File: src/rtl/lspd_map.vh
// Timing constants for the linear sensor pulse driver
`ifndef LSPD_MAP_VH
`define LSPD_MAP_VH
// Slot bounds below are inclusive slot numbers within one pixel
`define LSPD_PIXEL_CYCLES 3'h6
`define LSPD_START_CYCLES 2'h2
`define LSPD_PH1_BEGIN 3'h0
`define LSPD_PH1_END 3'h1
`define LSPD_RST_BEGIN 3'h4
`define LSPD_RST_END 3'h0
`define LSPD_TRIG_BEGIN 3'h3
`define LSPD_TRIG_END 3'h5
`define LSPD_EOS_CYCLES 3'h4
`define LSPD_SLOT_AFTER_RST 3'h1
`define LSPD_PIXELS_DEF 1024
`endif

File: src/rtl/lspd_sync.v
// Two-flop synchroniser for an asynchronous input level
`timescale 1ns/100ps
module lspd_sync (
	input wire clk_sys_i,
	input wire rst_i,
	input wire async_i,
	output wire sync_o
);
	reg meta_q;
	reg sync_q;
	always @(posedge clk_sys_i) begin
		if (rst_i) begin
			meta_q <= 1'b0;
			sync_q <= 1'b0;
		end else begin
			meta_q <= async_i;
			sync_q <= meta_q;
		end
	end
	assign sync_o = sync_q;
endmodule // lspd_sync

File: src/rtl/lspd_top.v
// Pulse generator for a voltage-output linear image sensor
// Overview of operation
// - Drive sensor start pulse, two-phase clocks and reset pulse.
// - All outputs synchronous to the master clock only.
// - Master start pulse reinitialises the pulse sequence.
// - Active-high trigger marks the sample-and-hold capture moment.
// - End of scan aligned with phase two after the last pixel.
// - End of scan is active low; trigger active high.
// - Start pulse on master start fall, high two clocks.
// - Each pixel lasts six master clocks.
// - Complementary phases: phase one high two, phase two high four clocks.
// - Reset high three clocks, two overlap phase two, falls before phase two rises.
`timescale 1ns/100ps
`include "lspd_map.vh"
module lspd_top #(
	parameter PIXELS = `LSPD_PIXELS_DEF
) (
	// Clock and reset
	input wire clk_sys_i,
	input wire rst_i,
	// Master start from outside
	input wire master_start_in_i,
	// Sensor drive
	output reg sensor_scan_start_o,
	output reg phase1_o,
	output reg phase2_o,
	output reg sensor_reset_o,
	// Converter side
	output reg trigger_o,
	output reg scan_done_n_o
);
	localparam ST_IDLE = 1'b0;
	localparam ST_SCAN = 1'b1;
	localparam [2:0] PH_LAST = `LSPD_PIXEL_CYCLES - 3'h1;
	localparam [1:0] ST_LOAD = `LSPD_START_CYCLES - 2'h1;
	localparam [2:0] EOS_LOAD = `LSPD_EOS_CYCLES;
	localparam [31:0] PIX_LAST = PIXELS - 1;

	wire start_s;
	wire start_fall;
	wire [2:0] nx_slot;
	wire last_slot_end;
	reg start_prev_q;
	reg state_q;
	reg [2:0] phase_q;
	reg [15:0] pix_q;
	reg [1:0] st_cnt_q;
	reg [2:0] eos_cnt_q;

	// Slot that the outputs show after the coming edge
	function [2:0] next_slot;
		input restart;
		input [2:0] slot;
		begin
			if (restart) begin
				next_slot = 3'h0;
			end else if (slot == PH_LAST) begin
				next_slot = 3'h0;
			end else begin
				next_slot = slot + 3'h1;
			end
		end
	endfunction

	// True when a slot lies in an inclusive window
	function slot_in;
		input [2:0] slot;
		input [2:0] first;
		input [2:0] last;
		begin
			slot_in = (slot >= first) && (slot <= last);
		end
	endfunction

	// Same, for a window that wraps past the end of the pixel
	function slot_in_wrap;
		input [2:0] slot;
		input [2:0] first;
		input [2:0] last;
		begin
			slot_in_wrap = (slot >= first) || (slot <= last);
		end
	endfunction

	// Master start is a pin, so it is synchronised first
	lspd_sync u_sync (
		.clk_sys_i(clk_sys_i),
		.rst_i(rst_i),
		.async_i(master_start_in_i),
		.sync_o(start_s)
	);

	assign start_fall = start_prev_q & ~start_s;
	assign nx_slot = next_slot(start_fall, phase_q);
	assign last_slot_end = (state_q == ST_SCAN) && (phase_q == PH_LAST) && ({16'h0000, pix_q} == PIX_LAST);

	// Edge detector; resets low so no false fall follows reset
	always @(posedge clk_sys_i) begin
		if (rst_i) begin
			start_prev_q <= 1'b0;
		end else begin
			start_prev_q <= start_s;
		end
	end

	// Pixel slot: 0..1 phase one, 2..5 phase two
	// Reset parks the slot so the first slot after release is a whole phase-two slot
	always @(posedge clk_sys_i) begin
		if (rst_i) begin
			phase_q <= `LSPD_SLOT_AFTER_RST;
		end else begin
			phase_q <= nx_slot;
		end
	end

	// Scan state and pixel counter
	always @(posedge clk_sys_i) begin
		if (rst_i) begin
			state_q <= ST_IDLE;
			pix_q <= 16'h0000;
		end else if (start_fall) begin
			state_q <= ST_SCAN;
			pix_q <= 16'h0000;
		end else if (last_slot_end) begin
			state_q <= ST_IDLE;
		end else if ((state_q == ST_SCAN) && (phase_q == PH_LAST)) begin
			pix_q <= pix_q + 16'h0001;
		end
	end

	// Sensor start pulse: two clocks from the master start fall
	always @(posedge clk_sys_i) begin
		if (rst_i) begin
			st_cnt_q <= 2'h0;
			sensor_scan_start_o <= 1'b0;
		end else if (start_fall) begin
			st_cnt_q <= ST_LOAD;
			sensor_scan_start_o <= 1'b1;
		end else if (st_cnt_q != 2'h0) begin
			st_cnt_q <= st_cnt_q - 2'h1;
		end else begin
			sensor_scan_start_o <= 1'b0;
		end
	end

	// Complementary shift-register clocks
	always @(posedge clk_sys_i) begin
		if (rst_i) begin
			phase1_o <= 1'b0;
			phase2_o <= 1'b0;
		end else begin
			phase1_o <= slot_in(nx_slot, `LSPD_PH1_BEGIN, `LSPD_PH1_END);
			phase2_o <= ~slot_in(nx_slot, `LSPD_PH1_BEGIN, `LSPD_PH1_END);
		end
	end

	// Sensor reset pulse: slots 4, 5 and 0, so it falls before phase two rises
	always @(posedge clk_sys_i) begin
		if (rst_i) begin
			sensor_reset_o <= 1'b0;
		end else begin
			sensor_reset_o <= slot_in_wrap(nx_slot, `LSPD_RST_BEGIN, `LSPD_RST_END);
		end
	end

	// Converter trigger, rising one clock after phase two
	always @(posedge clk_sys_i) begin
		if (rst_i) begin
			trigger_o <= 1'b0;
		end else begin
			trigger_o <= slot_in(nx_slot, `LSPD_TRIG_BEGIN, `LSPD_TRIG_END);
		end
	end

	// End of scan: armed at the end of the last pixel, low over the phase-two
	// slots 2..5 of the following pixel period; a restart drops it
	always @(posedge clk_sys_i) begin
		if (rst_i) begin
			eos_cnt_q <= 3'h0;
			scan_done_n_o <= 1'b1;
		end else if (start_fall) begin
			eos_cnt_q <= 3'h0;
			scan_done_n_o <= 1'b1;
		end else if ((eos_cnt_q != 3'h0) && !slot_in(nx_slot, `LSPD_PH1_BEGIN, `LSPD_PH1_END)) begin
			eos_cnt_q <= eos_cnt_q - 3'h1;
			scan_done_n_o <= 1'b0;
		end else if (last_slot_end) begin
			eos_cnt_q <= EOS_LOAD;
			scan_done_n_o <= 1'b1;
		end else begin
			scan_done_n_o <= 1'b1;
		end
	end
endmodule // lspd_top

File: config.mk
export PLATFORM = sky130hd
export DESIGN_NAME = lspd_top
export DESIGN_NICKNAME = d
export VERILOG_FILES = /design/src/rtl/lspd_sync.v /design/src/rtl/lspd_top.v
export VERILOG_INCLUDE_DIRS = /design/src /design/src/rtl
export SDC_FILE = /design/constraint.sdc
export NUM_CORES = 1
export LEC_CHECK = 0
export CAP_MARGIN = 15
export CELL_PAD_IN_SITES_DETAIL_PLACEMENT = 1
export CELL_PAD_IN_SITES_GLOBAL_PLACEMENT = 2
export CORE_MARGIN = 8
export CORE_UTILIZATION = 35
export DETAILED_ROUTE_END_ITERATION = 12
export DONT_BUFFER_PORTS = 1
export PLACE_DENSITY_LB_ADDON = 0.1
export SLEW_MARGIN = 20
export SYNTH_ARGS = -nofsm -noshare
export SYNTH_HDL_FRONTEND = slang
export SYNTH_SLANG_ARGS = --single-unit
File: constraint.sdc
create_clock -name clk_sys_i -period 1.75 [get_ports clk_sys_i]
set_clock_uncertainty 0.2 [all_clocks]
set_input_delay 0.35 -clock clk_sys_i [delete_from_list [all_inputs] [get_ports clk_sys_i]]
set_output_delay 0.35 -clock clk_sys_i [all_outputs]
set_load 0.01 [all_outputs]
* Word level (Yosys, flattened, before mapping)
Index checks and enable logic that the tools add are counted. Widths: inputs -> output; s select.
Word-level totals: output and inout port bits 6, flip-flop bits (word level) 34
Cells by class: $add $sub $neg 4, eq/ne operators 3, multiplexer cells 11, bitwise gates (word level) 4, order comparisons 6, reductions and logical operators 14
Operators with widths (count):
- $add 16x1->16 const B | 1
- $eq 16x10->1 const B | 1
- $mux 3 | 4
- $reduce_bool 2->1 | 4
- $mux 1 | 7
- $le 3x1->1 const B | 2
- $logic_and 1x1->1 | 5
- $add 3x1->3 const B | 1
- $eq 3x3->1 const B | 1
- $ge 3x1->1 const B | 1
- $ge 3x2->1 const B | 1
- $ge 3x3->1 const B | 1
- $le 3x3->1 const B | 1
- $not 1->1 | 3
- $reduce_bool 3->1 | 1
- $sub 3x1->3 const B | 1
- $ne 2x2->1 const B | 1
- $reduce_and 2->1 | 1
- $reduce_or 2->1 | 1
- $sub 2x1->2 const B | 1
- $and 1x1->1 | 1
- $logic_not 1->1 | 1
- $logic_or 1x1->1 | 1

* Logic depth before layout (Yosys ltp)
depth after elaboration 8, mapped depth 6, gate-level depth less buffers 6

* Hierarchy
Synthesis repeated with hierarchy kept, for this count alone.
Second synthesis, totals: cell total of the unflattened synthesis 175, area total of the unflattened synthesis 1562.7 um2
Modules (own cells, without submodules):
- lspd_top | times used 1, cells an instance 171, area an instance 1510.2 um2
- lspd_sync | times used 1, cells an instance 4, area an instance 52.6 um2

* Worst setup path before layout
No wires, ideal clock.
path type reg-to-reg, from register pix_q[0], to register pix_q[9], setup slack -0.096 ns, arrival 1.576 ns, stages on the path, launching flop included 7, data required time 1.480 ns, library setup time 0.070 ns, path buffers 1, cell sequence dfxtp_1 > ha_1 > and3_1 > and4_1 > buf_2 > or4_1 > a21oi_1
Between the ends: word-level cells in the longest chain between the ends 4, elaborated cells on any way between the ends 5
Ends and longest elaborated chain:
- start, declared | line lspd_top.v:46 | reg [15:0] pix_q;
- start signal, assigned | line lspd_top.v:127 | pix_q <= pix_q + 16'h0001;
- branches (longest 4 deep; another with $add 16x1->16)
Several ways; the timed one is not identified. A chain may end at the register's enable or synchronous reset.

* Worst setup path after layout
from register pix_q[1], to register pix_q[9]
The elaborated chain is that of the path after synthesis.

==> metrics.md <==
| Metric | Value |
|---|---|
| Netlist Area Pre-Place | 0.00157 mm2 |
| Post-Place Worst Slack | -0.0715 ns |
| Setup crit end kind | register |
| PnR worst setup slack | 0.0265 ns |
| Highest clock rate | 0.580 GHz |
| Crit-path max cell delay | 0.49 ns |
| #FFs+latches synth | 34 |
| Worst setup SP type | register |
| Final Setup Violations | 0 |
| First-pass GRT wire length | 6860 um |
| CTS tree | done |
| Worst Tran Pin Value | 0.363 ns |
| Status | completed |
| Nets | 208 |
| Synth cell count leaders | 34 x dfxtp_1, 21 x a21oi_1, 11 x nor2_1, 9 x nand2_1 |
| CP cell instances | ha_2 -> and3_1 -> and4_4 -> or4_4 -> a21oi_2 |
| Pin count of the biggest net entering global routing | 15 |
| # H-tree levels | 2 |
| Area leader, netlist | dfxtp_1 |
| Vias | 1385 |
| Crit share post-route | 98.5% |
| Post-synthesis area per instance | 9.06 um2 |
| Yosys cell types | 42 |
| Clk slew on worst S/H paths | 0.07 ns |
| Max Slew Vio Count | 0 |
| Vias in the first global route | 1521 |
| DRC errors left | 0 |
| Hold WS | 0.137 ns |
| CP required | 1.78 ns |
| Clk buf depth | 2 |
| Starting density of the core | 36.3% |
| Leak | 0.746 nW |
| Area growth syn-to-layout | 25.1% |
| Vias/cell | 5.45 |
| Setup CP Type | reg2reg |
| Top-count cell post-synth | dfxtp_1 |
| HP Class | in2reg |
| Num rows | 24 |
| Syn Nets | 180 |
| YS warnings | 0 |
| Fill cell count | 525 |
| ANT cells | 0 |
| Fin Setup TNS | 0 ns |
| Cells after Synth | 173 |
| Die ar. | 0.00688 mm2 |
| Routability Congestion | 0.750 |
| Post-DP HPWL | 2880 um |
| Yosys top cell area share | 43.4% |
| Sink Count | 34 |
| Routed Antenna Nets | 0 |
| Number of flops mapped to enable cells by yosys | 0 |
| Final Critical Period | 1.72 ns |
| Main area contributors after synthesis | dfxtp_1 43%, a21oi_1 6.7%, o31ai_1 3.4% |
| CTS Buf Count | 5 |
| DRT Pass-1 Iters | 4 |
| Fin area | 0.00196 mm2 |
| Core Footprint | 0.00432 mm2 |
| Final-report hold violation count | 0 |
| Top_reg_cell synth | dfxtp_1 |
| GRT Total Usage | 11.8% |
| Drt wl/cell | 15.9 um |
| RSZ-0062 raised after global routing | yes |
| DP Area | 0.00176 mm2 |
| I/O Pins | 9 |
| Port bufs | 0 |
| Max-cap violations | 0 |
| Rel. slew slack | 75.8% |
| Ys async rst share | 0% |
| Initial antenna violation count | 0 |
| Max FO, Critical Path | 10 |
| CTS root buffer | clkbuf_8 |
| Total chip power | 1.77 mW |
| Routed wire length | 4030 um |
| DIE HEIGHT | 82.9 um |
| Share of cells above drive strength 1 | 30.7% |
| Crit path max-delay cell type | or4_4 |
| Sequential fraction of the synthesis area | 43.4% |
| Initial DRC Count | 59 |
| Pwr dens | 903 mW/mm2 |
| Worst IR Drop VDD | 0.540 mV |
| Clk_lat worst skew | 0.29 ns |
| Overflow after GRT | 0 |
| DIE WIDTH | 82.9 um |
| WP data arrival | 1.75 ns |
-- flip-flops by register name, summed over array words and instances (netlist names) --
name,flops
phase2_o,1
u_sync.meta_q,1
trigger_o,1
phase1_o,1
phase_q,3
sensor_reset_o,1
sensor_scan_start_o,1
eos_cnt_q,3
state_q,1
scan_done_n_o,1
u_sync.sync_o,1
st_cnt_q,2
start_prev_q,1
pix_q,16
-- per-stage QoR --
stage                     util [%]  cells
after global placement        40.7    241
after global routing          45.4    254
final                         45.4    254
after CTS                     44.0    251
after detailed placement      40.7    241
after floorplan                  -    173
-- cell type report --
cell class,instances,area [um2],area share [%]
clock buffers,5,68.8,3.51
flip-flops and latches,34,687,35.0
repair buffers,31,241,12.3
clock inverters,3,40.0,2.04
well taps,52,65.1,3.32
multi-input cells,121,830,42.3
inverters,8,30.0,1.53
-- power by group --
group          switching, mW  internal (mW)
Combinational          0.113         0.0955
Clock                  0.298          0.419
Sequential            0.0272          0.818
-- worst paths after layout --
| path | start | endpoint | slack [ns] | cells past startpoint |
|---|---|---|---|---|
| setup / recovery | pix_q[1]$_SDFFE_PP0P_ | pix_q[9]$_SDFFE_PP0P_ | 0.03 | 5 |
| hold / removal | rst_i | scan_done_n_o$_SDFF_PP1_ | 0.14 | 3 |
| setup reg to reg | pix_q[1]$_SDFFE_PP0P_ | pix_q[9]$_SDFFE_PP0P_ | 0.03 | 5 |
| hold reg to reg | u_sync.meta_q$_SDFF_PP0_ | u_sync.sync_o$_SDFF_PP0_ | 0.25 | 1 |
-- cells in the final DEF (no fill, tap or decap), drive strengths merged, types with 5 or more instances in the layout --
cell type | Yosys | layout
dfxtp | 34 | 34
buf | 6 | 29
a21oi | 21 | 21
nor2 | 11 | 11
nand2 | 9 | 9
inv | 8 | 8
nand3 | 8 | 8
o31ai | 7 | 7
or4 | 7 | 7
o21ai | 6 | 6
clkbuf | 4 | 5
and2 | 5 | 5
-- per-layer routing --
| metal | wire length [um] | track usage (%) |
|---|---|---|
| met5 | 0 | 0 |
| met1 | 1770 | 12.2 |
| met3 | 146 | 3.71 |
| met2 | 2060 | 21.4 |
| met4 | 54 | 4.31 |
-- critical path: cells and delay by family, from the launching register on --
family / cells / cell delay [ns]
simple gates: 3 / 0.84
flops: 1 / 0.33
fa+ha+maj: 1 / 0.19
compound gates: 1 / 0.11
-- kinds of logic (layout without fill, tap and decap cells) --
| kind of cell | count (synthesis) | in the layout | synth area share [%] |
|---|---|---|---|
| compound gates | 44 | 44 | 17.2 |
| buf+inv | 18 | 47 | 6.30 |
| simple gates | 69 | 69 | 27.5 |
| mux | 2 | 2 | 1.28 |
| xor+xnor | 2 | 2 | 1.12 |
| flops | 34 | 34 | 43.4 |
| fa+ha+maj | 4 | 4 | 3.19 |
-- timing repair --
item	CTS	global route
pin swaps	1	7
endpoints found under the hold margin	9	0
hold buffers	2	0
setup buffers	0	3
setup endpoints to repair	7	12
resized for setup	8	12
No activity file was read; power rests on OpenSTA's default activity.
